## src/include/icl_pkg.sv

```systemverilog
// Purpose: Shared constants for the interrupt control logic.
// Assumes: Register index times four gives the Wishbone byte address.
// Notes: Data bytes sit in the low eight bits of the 32-bit bus word.
package icl_pkg;
  // ==========================================================================
  // Sizes
  localparam int ICL_NREG = 7;
  localparam int ICL_NSRC = 56;
  localparam int ICL_ADR_W = 12;
  localparam int ICL_IDX_W = 10;
  // ==========================================================================
  // Register indices
  localparam logic [9:0] ICL_IDX_CTRL = 10'h00b;
  localparam logic [9:0] ICL_IDX_EN_BASE = 10'h096;
  localparam logic [9:0] ICL_IDX_FLAG_BASE = 10'h08c;
  localparam logic [9:0] ICL_IDX_EVT_STAT = 10'h100;
  localparam logic [9:0] ICL_IDX_EVT_CLR = 10'h101;
  localparam logic [9:0] ICL_IDX_EVT_EN = 10'h102;
  // ==========================================================================
  // Control register fields and reset value
  localparam int ICL_BIT_GIE = 7;
  localparam int ICL_BIT_PERIPHERAL_IRQ_ENABLE = 6;
  localparam int ICL_BIT_EDGE = 0;
  localparam logic [7:0] ICL_CTRL_RST = 8'h01;
  localparam logic [7:0] ICL_CTRL_MASK = 8'hc1;
  localparam logic [7:0] ICL_BYTE_RST = 8'h00;
  // ==========================================================================
  // Block event bits
  localparam int ICL_EVT_W = 3;
  localparam int ICL_EVT_ENTRY = 0;
  localparam int ICL_EVT_RETURN = 1;
  localparam int ICL_EVT_WAKE = 2;
  localparam logic [2:0] ICL_EVT_RST = 3'h0;
  // ==========================================================================
  // Core side
  localparam int ICL_PC_W = 15;
  localparam logic [14:0] ICL_VECTOR = 15'h0004;
  localparam logic [14:0] ICL_PC_RST = 15'h0000;
  localparam int ICL_CTX_W = 64;
endpackage

```

## src/include/icl_flag_if.sv

```systemverilog
// Purpose: Carries request flag set, write and read between top and bank.
// Assumes: One clock domain.
// Notes: Flags are packed register by register, bit 0 lowest.
`timescale 1ns/1ps
`default_nettype none
interface icl_flag_if;
  import icl_pkg::*;
  logic [ICL_NSRC-1:0] set;
  logic [ICL_NREG-1:0] wr_en;
  logic [7:0] wr_data;
  logic [ICL_NSRC-1:0] flags;
  modport bank (input set, input wr_en, input wr_data, output flags);
  modport ctrl (output set, output wr_en, output wr_data, input flags);
endinterface
`default_nettype wire

```

## src/core/icl_top.sv

```systemverilog
// Purpose: Interrupt control logic between peripherals and processor core.
// Assumes: Core gives a one-cycle Q1 pulse per instruction cycle.
// Notes: Registers are reached over classic Wishbone, one byte per word.
// Summary of operation
// - Reset clears global, peripheral and all source enables.
// - Vector needs global enable, source enable, and peripheral enable if needed.
// - Source flags set on events regardless of any enable.
// - Entry flushes prefetch, clears global enable and pushes the program counter.
// - Entry copies working, status, bank, pointer and latch registers to shadow.
// - Entry loads the program counter with vector 0004h.
// - Flags stay set until software clears; set flag retriggers after return.
// - Events during service routine set flags without redirecting.
// - Return pops stack into program counter, restores shadow, sets global enable.
// - Pending enabled request is serviced once global enable is set again.
// - Pending requests are sampled on the Q1 phase of each cycle.
// - Latency depends on when the request is detected within the instruction cycle.
// - Seven source enable registers and seven matching flag registers exist.
// - Control register holds global, peripheral enable and edge select bits.
// - External pin flags rising edge when select is one, falling when zero.
// - Sources of the first enable register need no peripheral enable.
// - Latency three to five cycles, whatever the current instruction length.
// - After wake, the instruction after sleep runs before the vector.
//
// Added by the designer: register access over Wishbone and the address map.
`timescale 1ns/1ps
`default_nettype none
module icl_top
  import icl_pkg::*;
#(
  parameter int CTX_W = ICL_CTX_W
)
(
  // Clock and reset
  input wire logic clk_i,
  input wire logic rst_i,
  // Wishbone slave
  input wire logic wb_cyc_i,
  input wire logic wb_stb_i,
  input wire logic wb_we_i,
  input wire logic [ICL_ADR_W-1:0] wb_adr_i,
  input wire logic [3:0] wb_sel_i,
  input wire logic [31:0] wb_dat_i,
  output logic [31:0] wb_dat_o,
  output logic wb_ack_o,
  // Interrupt sources
  input wire logic ext_pin_i,
  input wire logic [ICL_NSRC-1:0] src_event_i,
  // Core timing and state
  input wire logic core_q1_i,
  input wire logic core_sleep_i,
  input wire logic [ICL_PC_W-1:0] core_pc_i,
  input wire logic [CTX_W-1:0] core_ctx_i,
  // Return from service routine
  input wire logic return_from_isr_i,
  input wire logic [ICL_PC_W-1:0] stack_pop_i,
  // Entry, return and wake actions
  output logic flush_o,
  output logic push_pc_o,
  output logic [ICL_PC_W-1:0] push_data_o,
  output logic pc_load_o,
  output logic [ICL_PC_W-1:0] pc_load_addr_o,
  output logic ctx_restore_o,
  output logic [CTX_W-1:0] ctx_shadow_o,
  output logic wake_o,
  // Block interrupt
  output logic irq_o
);
  // ==========================================================================
  // Declarations
  typedef enum logic [1:0] {ICL_RUN, ICL_SERVE, ICL_WAKE_SKIP} icl_state_e;
  icl_state_e state_reg;
  icl_flag_if fl ();
  logic [7:0] ctrl_reg;
  logic [7:0] en_reg [ICL_NREG];
  logic [ICL_NSRC-1:0] en_flat;
  logic [ICL_EVT_W-1:0] evt_stat_reg;
  logic [ICL_EVT_W-1:0] evt_en_reg;
  logic [ICL_EVT_W-1:0] evt_set;
  logic pin_prev_reg;
  logic pin_prime_reg;
  logic ext_edge;
  logic [ICL_NSRC-1:0] active;
  logic pend_first;
  logic pend_periph;
  logic pend;
  logic take;
  logic wake_hit;
  logic global_irq_enable;
  logic bus_req;
  logic bus_wr;
  logic [ICL_IDX_W-1:0] idx;
  logic [7:0] rd_byte;
  // ==========================================================================
  // Flag bank
  icl_flag_bank u_bank (
    .clk_i(clk_i),
    .rst_i(rst_i),
    .fl(fl.bank)
  );
  // ==========================================================================
  // External pin edge detection
  always_ff @(posedge clk_i)
  begin
    if (rst_i)
    begin
      pin_prev_reg <= 1'b0;
      pin_prime_reg <= 1'b0;
    end
    else
    begin
      pin_prev_reg <= ext_pin_i;
      pin_prime_reg <= 1'b1;
    end
  end
  always_comb
  begin
    ext_edge = 1'b0;
    if (pin_prime_reg)
    begin
      if (ctrl_reg[ICL_BIT_EDGE])
        ext_edge = ext_pin_i & ~pin_prev_reg;
      else
        ext_edge = ~ext_pin_i & pin_prev_reg;
    end
  end
  // Bit 0 of the first register is the external pin flag.
  assign fl.set = src_event_i | {{(ICL_NSRC-1){1'b0}}, ext_edge};
  // ==========================================================================
  // Bus decode
  assign bus_req = wb_cyc_i & wb_stb_i & ~wb_ack_o;
  assign bus_wr = bus_req & wb_we_i & wb_sel_i[0];
  assign idx = wb_adr_i[ICL_ADR_W-1:2];
  assign fl.wr_data = wb_dat_i[7:0];
  genvar gr;
  generate
    for (gr = 0; gr < ICL_NREG; gr = gr + 1)
    begin : g_reg
      assign fl.wr_en[gr] =
        bus_wr && (idx == ICL_IDX_FLAG_BASE + ICL_IDX_W'(gr));
      assign en_flat[gr*8 +: 8] = en_reg[gr];
      always_ff @(posedge clk_i)
      begin
        if (rst_i)
          en_reg[gr] <= ICL_BYTE_RST;
        else if (bus_wr && (idx == ICL_IDX_EN_BASE + ICL_IDX_W'(gr)))
          en_reg[gr] <= wb_dat_i[7:0];
      end
    end
  endgenerate
  // ==========================================================================
  // Pending request evaluation
  assign active = fl.flags & en_flat;
  assign global_irq_enable = ctrl_reg[ICL_BIT_GIE];
  assign pend_first = |active[7:0];
  assign pend_periph = ctrl_reg[ICL_BIT_PERIPHERAL_IRQ_ENABLE] & (|active[ICL_NSRC-1:8]);
  assign pend = pend_first | pend_periph;
  // Sampling only on Q1 fixes the latency window at a few instruction cycles.
  assign take = core_q1_i && global_irq_enable && pend && !core_sleep_i &&
    (state_reg == ICL_RUN);
  assign wake_hit = core_sleep_i && pend && !wake_o;
  // ==========================================================================
  // Sequencing
  always_ff @(posedge clk_i)
  begin
    if (rst_i)
      state_reg <= ICL_RUN;
    else
    begin
      case (state_reg)
        ICL_RUN:
        begin
          if (take)
            state_reg <= ICL_SERVE;
          else if (wake_hit && global_irq_enable)
            state_reg <= ICL_WAKE_SKIP;
        end
        ICL_SERVE:
        begin
          // The ICL_RUN check in take already gates new entries during service.
          if (return_from_isr_i)
            state_reg <= ICL_RUN;
        end
        ICL_WAKE_SKIP:
        begin
          // One Q1 passes while the instruction after sleep runs.
          if (core_q1_i && !core_sleep_i)
            state_reg <= ICL_RUN;
        end
        default:
          state_reg <= ICL_RUN;
      endcase
    end
  end
  // ==========================================================================
  // Control register
  always_ff @(posedge clk_i)
  begin
    if (rst_i)
      ctrl_reg <= ICL_CTRL_RST;
    else if (take)
      ctrl_reg[ICL_BIT_GIE] <= 1'b0;
    else if (return_from_isr_i)
      ctrl_reg[ICL_BIT_GIE] <= 1'b1;
    else if (bus_wr && idx == ICL_IDX_CTRL)
      ctrl_reg <= wb_dat_i[7:0] & ICL_CTRL_MASK;
  end
  // ==========================================================================
  // Entry actions and return program counter load
  always_ff @(posedge clk_i)
  begin
    if (rst_i)
    begin
      flush_o <= 1'b0;
      push_pc_o <= 1'b0;
      push_data_o <= ICL_PC_RST;
    end
    else
    begin
      flush_o <= take;
      push_pc_o <= take;
      if (take)
        push_data_o <= core_pc_i;
    end
  end
  always_ff @(posedge clk_i)
  begin
    if (rst_i)
    begin
      pc_load_o <= 1'b0;
      pc_load_addr_o <= ICL_PC_RST;
    end
    else
    begin
      pc_load_o <= take | return_from_isr_i;
      if (take)
        pc_load_addr_o <= ICL_VECTOR;
      else if (return_from_isr_i)
        pc_load_addr_o <= stack_pop_i;
    end
  end
  // ==========================================================================
  // Shadow context
  always_ff @(posedge clk_i)
  begin
    if (rst_i)
    begin
      ctx_shadow_o <= '0;
      ctx_restore_o <= 1'b0;
    end
    else
    begin
      ctx_restore_o <= return_from_isr_i;
      if (take)
        ctx_shadow_o <= core_ctx_i;
    end
  end
  // ==========================================================================
  // Wake from sleep
  always_ff @(posedge clk_i)
  begin
    if (rst_i)
      wake_o <= 1'b0;
    else
      wake_o <= wake_hit;
  end
  // ==========================================================================
  // Block event status, enable and interrupt
  always_comb
  begin
    evt_set = ICL_EVT_RST;
    evt_set[ICL_EVT_ENTRY] = take;
    evt_set[ICL_EVT_RETURN] = return_from_isr_i;
    evt_set[ICL_EVT_WAKE] = wake_hit;
  end
  always_ff @(posedge clk_i)
  begin
    if (rst_i)
      evt_stat_reg <= ICL_EVT_RST;
    else if (bus_wr && idx == ICL_IDX_EVT_CLR)
      evt_stat_reg <= (evt_stat_reg & ~wb_dat_i[ICL_EVT_W-1:0]) | evt_set;
    else
      evt_stat_reg <= evt_stat_reg | evt_set;
  end
  always_ff @(posedge clk_i)
  begin
    if (rst_i)
      evt_en_reg <= ICL_EVT_RST;
    else if (bus_wr && idx == ICL_IDX_EVT_EN)
      evt_en_reg <= wb_dat_i[ICL_EVT_W-1:0];
  end
  assign irq_o = |(evt_stat_reg & evt_en_reg);
  // ==========================================================================
  // Read mux
  always_comb
  begin
    rd_byte = ICL_BYTE_RST;
    if (idx == ICL_IDX_CTRL)
      rd_byte = ctrl_reg;
    else if (idx == ICL_IDX_EVT_STAT)
      rd_byte = {{(8-ICL_EVT_W){1'b0}}, evt_stat_reg};
    else if (idx == ICL_IDX_EVT_EN)
      rd_byte = {{(8-ICL_EVT_W){1'b0}}, evt_en_reg};
    for (int i = 0; i < ICL_NREG; i++)
    begin
      if (idx == ICL_IDX_EN_BASE + ICL_IDX_W'(i))
        rd_byte = en_reg[i];
      if (idx == ICL_IDX_FLAG_BASE + ICL_IDX_W'(i))
        rd_byte = fl.flags[i*8 +: 8];
    end
  end
  // ==========================================================================
  // Wishbone answer
  always_ff @(posedge clk_i)
  begin
    if (rst_i)
    begin
      wb_ack_o <= 1'b0;
      wb_dat_o <= '0;
    end
    else
    begin
      wb_ack_o <= bus_req;
      if (bus_req && !wb_we_i)
        wb_dat_o <= {24'h00_0000, rd_byte};
    end
  end
endmodule
`default_nettype wire

```

## src/core/icl_flag_bank.sv

```systemverilog
// Purpose: Holds the request flags of all sources.
// Assumes: Set pulses and writes are synchronous to clk_i.
// Notes: A set in the same cycle as a write wins over the write.
`timescale 1ns/1ps
`default_nettype none
module icl_flag_bank
  import icl_pkg::*;
(
  // Clock and reset
  input wire logic clk_i,
  input wire logic rst_i,
  // Flag access
  icl_flag_if.bank fl
);
  // ==========================================================================
  // Flag bits
  genvar gi;
  generate
    for (gi = 0; gi < ICL_NSRC; gi = gi + 1)
    begin : g_flag
      logic flag_reg;
      always_ff @(posedge clk_i)
      begin
        if (rst_i)
          flag_reg <= 1'b0;
        else if (fl.set[gi])
          flag_reg <= 1'b1;
        else if (fl.wr_en[gi/8])
          flag_reg <= fl.wr_data[gi%8];
      end
      assign fl.flags[gi] = flag_reg;
    end
  endgenerate
endmodule
`default_nettype wire

```

## config.mk

```make
export PLATFORM = sky130hd
export DESIGN_NAME = icl_top
export DESIGN_NICKNAME = d
export VERILOG_FILES = /design/src/include/icl_pkg.sv /design/src/include/icl_flag_if.sv /design/src/core/icl_top.sv /design/src/core/icl_flag_bank.sv
export SDC_FILE = /design/constraint.sdc
export NUM_CORES = 1
export LEC_CHECK = 0
export ABC_AREA = 1
export ABC_CLOCK_PERIOD_IN_PS = 2000
export BUFFER_PORTS_ARGS = -buffer_cell sky130_fd_sc_hd__buf_2
export CAP_MARGIN = 15
export CORE_MARGIN = 2
export CORE_UTILIZATION = 46
export CTS_CLUSTER_DIAMETER = 30
export DETAILED_ROUTE_END_ITERATION = 8
export HOLD_SLACK_MARGIN = 0.06
export PLACE_DENSITY = 0.75
export SKIP_LAST_GASP = 1
export SYNTH_ARGS = -nofsm -noshare
export SYNTH_HDL_FRONTEND = slang
export SYNTH_SLANG_ARGS = --single-unit
```

## constraint.sdc

```tcl
create_clock -name clk_i -period 2 [get_ports clk_i]
set_clock_uncertainty 0.1 [all_clocks]
set_input_delay 0.2 -clock clk_i [delete_from_list [all_inputs] [get_ports clk_i]]
set_output_delay 0.2 -clock clk_i [all_outputs]
set_load 0.005 [all_outputs]
```

; ---- After elaboration in Yosys (flattened, before gate mapping)
; Memory sizes are Yosys's and may differ from the RTL's.
; Index checks and enable logic that the tools add are counted.
[op_classes]
eq_ne = 23
muxes = 172
n_bitwise = 28
reduce_logical = 94
[op_table]
columns = cell, n
row1 = 8-bit two-way mux, 23
row2 = 10-bit by 8-bit equality test with 1-bit output (second input constant), 14
row3 = 1-bit two-way mux, 139
row4 = 2-bit nonzero test, 58
row5 = 56-bit bitwise AND, 1
row6 = 56-bit by 1-bit bitwise OR with 56-bit output, 1
row7 = 48-bit OR reduction, 1
row8 = 10-bit by 9-bit equality test with 1-bit output (second input constant), 3
row9 = 1-bit logical AND, 26
row10 = 3-bit two-way mux, 5
row11 = 10-bit by 4-bit equality test with 1-bit output (second input constant), 1
row12 = 1-bit bitwise OR, 9
row13 = 2-bit two-way mux, 4
row14 = 8-bit OR reduction, 1
row15 = 1-bit bitwise AND, 7
row16 = 3-bit bitwise AND, 2
row17 = 3-bit bitwise OR, 2
row18 = 2-bit case mux with 3 select lines, 1
row19 = 3-bit AND reduction, 2
row20 = 1-bit NOT, 5
row21 = 2-bit inequality test (second input constant), 2
row22 = 1-bit logical NOT, 3
row23 = 3-bit by 2-bit inequality test with 1-bit output (second input constant), 1
row24 = 3-bit NOT, 1
row25 = other kinds (5), 5
[totals]
register_bits = 176
ram_bits = 56
inputBits = 207
output_inout_bits = 133
wordCells = 391
memories = 1
[memory_table]
columns = name, words, word_bits, rd, rd_ports_with_merged_regs, write_ports, line
row1 = en_reg, 7, 8, 7, 0, 7, icl_top.sv:74  ; logic [7:0] en_reg [ICL_NREG];

; ---- Logic depth before layout (Yosys ltp)
[logic_depth]
word_depth = 18
ltp_mapped = 16
depth_no_buf = 16

; ---- By module
; From an unflattened synthesis, not the netlist that was laid out.
[unflattened]
cells_unflattened = 1588
area_unflattened_um2 = 11452.2
[modules_own_cells]
columns = module, instances, cells_per_inst, area_per_inst_um2, seq_area_each_um2
row1 = icl_top, 1, 1064, 8086.5, 4083.9
row2 = icl_flag_bank, 1, 524, 3365.7, 1121.1

; ---- Worst setup path before layout
; Ideal clock, no wire load.
[synth_timing]
path_type = input port to flip-flop
startpoint = input port wb_adr_i[10]
endpoint = memory en_reg[4][0] (enable)
setup_ps = 384
arrival_ps = 1500
path_slack_ps = 16
stages = 5
n_path_buf = 0
path_cell_list = inv_1 nand2_4 nor4_4 inv_1 o21ai_0
[synth_rtl]
columns = element, line
row1 = from (decl), icl_top.sv:40  ; input wire logic [ICL_ADR_W-1:0] wb_adr_i,
row2 = to (decl), icl_top.sv:74

==> metrics.md <==
| Metric | Value |
|---|---|
| Synth warn | 0 |
| Die H | 154.6 µm |
| Critical Path AT | 2.63 ns |
| WL/cell | 20.62 µm |
| Worst-Skew Late Latency | 0.55 ns |
| Worst Slack Setup Final | -0.2958 ns |
| Reg2reg start | en_reg[2][4]$_SDFFCE_PN0P_ |
| # rows | 55 |
| Mapped Avg Cell Area | 7.586 µm² |
| GR Util All Layers | 37.28% |
| Crit path time final | 2.296 ns |
| 1st-iter DRT viols | 1396 |
| Final design utilization | 77.38% |
| Max cap viols | 0 |
| CP max FO | 2 |
| Synth Area in Adders | 0% |
| Max-slew headroom | 56.89% |
| Post-DP HPWL | 28010 µm |
| Mapped Area | 0.01044 mm² |
| TNS Setup | -20.57 ns |
| Detailed Route WL | 48470 µm |
| Grt ovf | 0 |
| Setup violators final | 105 |
| Starting Density | 46.53% |
| RSZ-0062 raised after global routing | yes |
| Worst hold-check path type | input pin to flip-flop |
| CP Data Required Time | 2.33 ns |
| H-tree Lvls | 2 |
| Complex-gate fraction of the synthesized area | 9.181% |
| Drt first pass iters | 6 |
| First-pass GRT wire length | 69210 µm |
| Setup CP Type | flip-flop to flip-flop |
| Reg clk slew, reported paths | 0.05 ns |
| Hold Startpoint | wb_sel_i[0] |
| Via count | 13160 |
| Violated checks | setup timing |
| Routed vias/inst | 5.597 |
| Highest Clock Rate | 435.6 MHz |
| Power Density | 902.8 mW/mm² |
| CP Capture Type | flip-flop |
| Layout area overhead | 66.31% |
| ANT nets after route | 0 |
| CTS Buffer Depth | 3 |
| Slew Limit Fails | 0 |
| Period utilization | 114.8% |
| # DRC | 0 |
| XOR/XNOR Fraction of Synth Area | 0% |
| Root buffer cell | clkbuf_16 |
| Status | finished with violations |
| Post-synthesis mux area share | 0% |
| Vias in the first global route | 13040 |
| Max reg flops | 64 |
| Num ports | 340 |
| Origin of the worst setup path | en_reg[2][4]$_SDFFCE_PN0P_ |
| Nets | 2228 |
| Final hold vios | 0 |
| Leakage | 8.635 nW |
| Antenna violations before repair | 2 |
| Num CTS Buffers | 51 |
| IO Port Bufs | 286 |
| Largest family of logic cells by synthesized area | simple AND/OR/NAND/NOR gates |
| Synth Instances | 1376 |
| Actual slew at the worst max-slew pin | 0.6459 ns |
| FF+latch count, synth | 232 |
| Full die area | 0.02391 mm² |
| Peak supply drop | 613.4 µV |
| # fillers | 1376 |
| Post-synthesis sequential area ratio | 49.86% |
| RePlAce Congestion | 1.011 |
| Post-synthesis cell type count | 42 |
| Largest net degree at the start of global routing | 64 |
| Ratio of cells with drive above 1 in the final layout | 31.41% |
| CTS Sinks | 232 |
| CP Launch Type | flip-flop |
| Post-synthesis simple-gate area fraction | 31.48% |
| Die width | 154.6 µm |
| Core Footprint | 0.02243 mm² |
| CTS tree | done |
-- final timing paths --
path,to,slack [ns],cells past startpoint
setup / recovery,state_reg[1]$_SDFFE_PP0P_,-0.30,14
hold / removal,u_bank.g_flag[44].flag_reg$_SDFFE_PP0P_,0.26,6
setup reg to reg,state_reg[1]$_SDFFE_PP0P_,-0.30,14
hold reg to reg,ctx_shadow_o[61]$_SDFFE_PP0P_,0.36,2
-- report_power, final --
part           internal, mW  switching, mW  total [mW]
logic                 0.776          0.824        1.60
clock network          6.17           2.75        8.92
registers              5.01          0.145        5.16
total                  12.0           3.72        15.7
-- cells in the mapped netlist --
cell | count | area (µm²)
nand3_4 | 1 | 17.52
nor2_8 | 1 | 20.02
dfxtp_1 | 176 | 3523
nor3_1 | 10 | 50.05
buf_4 | 25 | 187.7
inv_1 | 118 | 442.9
nor2_4 | 5 | 56.30
conb_1 | 1 | 3.750
buf_2 | 14 | 70.07
nor2_2 | 6 | 37.54
or2_2 | 1 | 6.260
a31oi_1 | 4 | 25.02
nand4_1 | 30 | 187.7
and2_1 | 1 | 6.260
clkinv_1 | 2 | 7.510
buf_6 | 9 | 101.4
o31ai_1 | 15 | 112.6
nor4_4 | 3 | 63.81
nor2_1 | 148 | 555.5
nand2_1 | 406 | 1524
a22o_1 | 2 | 17.52
a21o_1 | 1 | 7.510
inv_2 | 15 | 56.30
nand3b_1 | 1 | 7.510
nand3_1 | 122 | 610.6
nor4_1 | 3 | 18.77
a21oi_1 | 102 | 510.5
nand2_4 | 1 | 11.26
a221oi_1 | 4 | 35.03
o22ai_1 | 3 | 18.77
nand2_2 | 6 | 37.54
a2111oi_0 | 1 | 8.760
nor4_2 | 1 | 12.51
edfxtp_1 | 56 | 1682
or2_0 | 2 | 12.51
buf_1 | 3 | 11.26
clkbuf_1 | 29 | 108.9
o211ai_1 | 3 | 22.52
nor3_2 | 1 | 10.01
nand3_2 | 4 | 40.04
o21ai_1 | 4 | 20.02
o21ai_0 | 36 | 180.2
-- through the flow --
step	std cells	worst slack (ns)	hold WS [ns]	area, µm²	power, mW
3_5_place_dp	2056	-0.3215	0.2906	13240	6.329
3_3_place_gp	2056	-0.2090	0.2871	13240	6.305
5_1_grt	2349	-0.4684	0.2512	17360	15.98
4_1_cts	2337	-0.1097	0.1404	17060	15.42
6_report	2351	-0.2958	0.2554	17360	15.67
2_1_floorplan	1399	0.01588	0.2031	10530	5.683
-- cell usage in the layout (no fill, tap or decap), types with 24 or more instances in the layout --
cell type and count:
buf_4 162, nand2_1 390, nand4_1 30, dlygate4sd3_1 181, conb_1 24, buf_2 286, o21ai_0 35, a21oi_1 87
nor2_1 142, edfxtp_1 56, inv_1 116, clkbuf_16 57, nand3_1 122, dfxtp_1 176
-- kinds of logic (layout without fill, tap and decap cells) --
kind of cell / count (synthesis) / count (layout)
DFF: 232 / 232
other: 1 / 27
buffers and inverters: 215 / 879
AOI/OAI and AO/OA: 175 / 175
and+or+nand+nor: 753 / 753
-- worst max-delay path, stage by stage, from the launching register on --
cell and delay (ns):
edfxtp_1 0.40, nand2_1 0.17, nand4_1 0.14, nor4_2 0.27, buf_4 0.16, nand3b_1 0.09
nand2_1 0.10, nand2_2 0.08, buf_4 0.15, nand2_2 0.08, nor2_2 0.06, a21oi_2 0.17
nand2_1 0.09, nand2_1 0.07, inv_1 0.06
-- per-layer routing --
layer	track usage (%)	vias to the layer above	part of all wire [%]	wire length (µm)
met5	0	-	0	0
met1	40.88	6004	32	15680
li1	-	5744	-	-
met4	27.82	0	9.6	4629
met3	6.921	346	11	5262
met2	64.41	1065	47	22900
-- layout make-up --
class	count	area [µm²]	area share [%]
antenna	3	7.507	0.04324
timing repair buffer	649	4851	27.94
clock buffer	70	1481	8.533
sequential	232	5205	29.98
clock inverter	25	347.8	2.004
tap	285	356.6	2.054
inverter	135	514.2	2.962
multi-input combinational	952	4597	26.48
-- repair_timing --
action / in CTS / in global routing
setup endpoints to repair: 106 / 133
hold buffers: 181 / 0
gates cloned: 1 / 4
resized for setup: 34 / 38
buffers inserted: 4 / 7
hold endpoints to repair: 160 / 0
pin swaps: 7 / 8
Note: power is estimated with default switching activity, not from simulation.
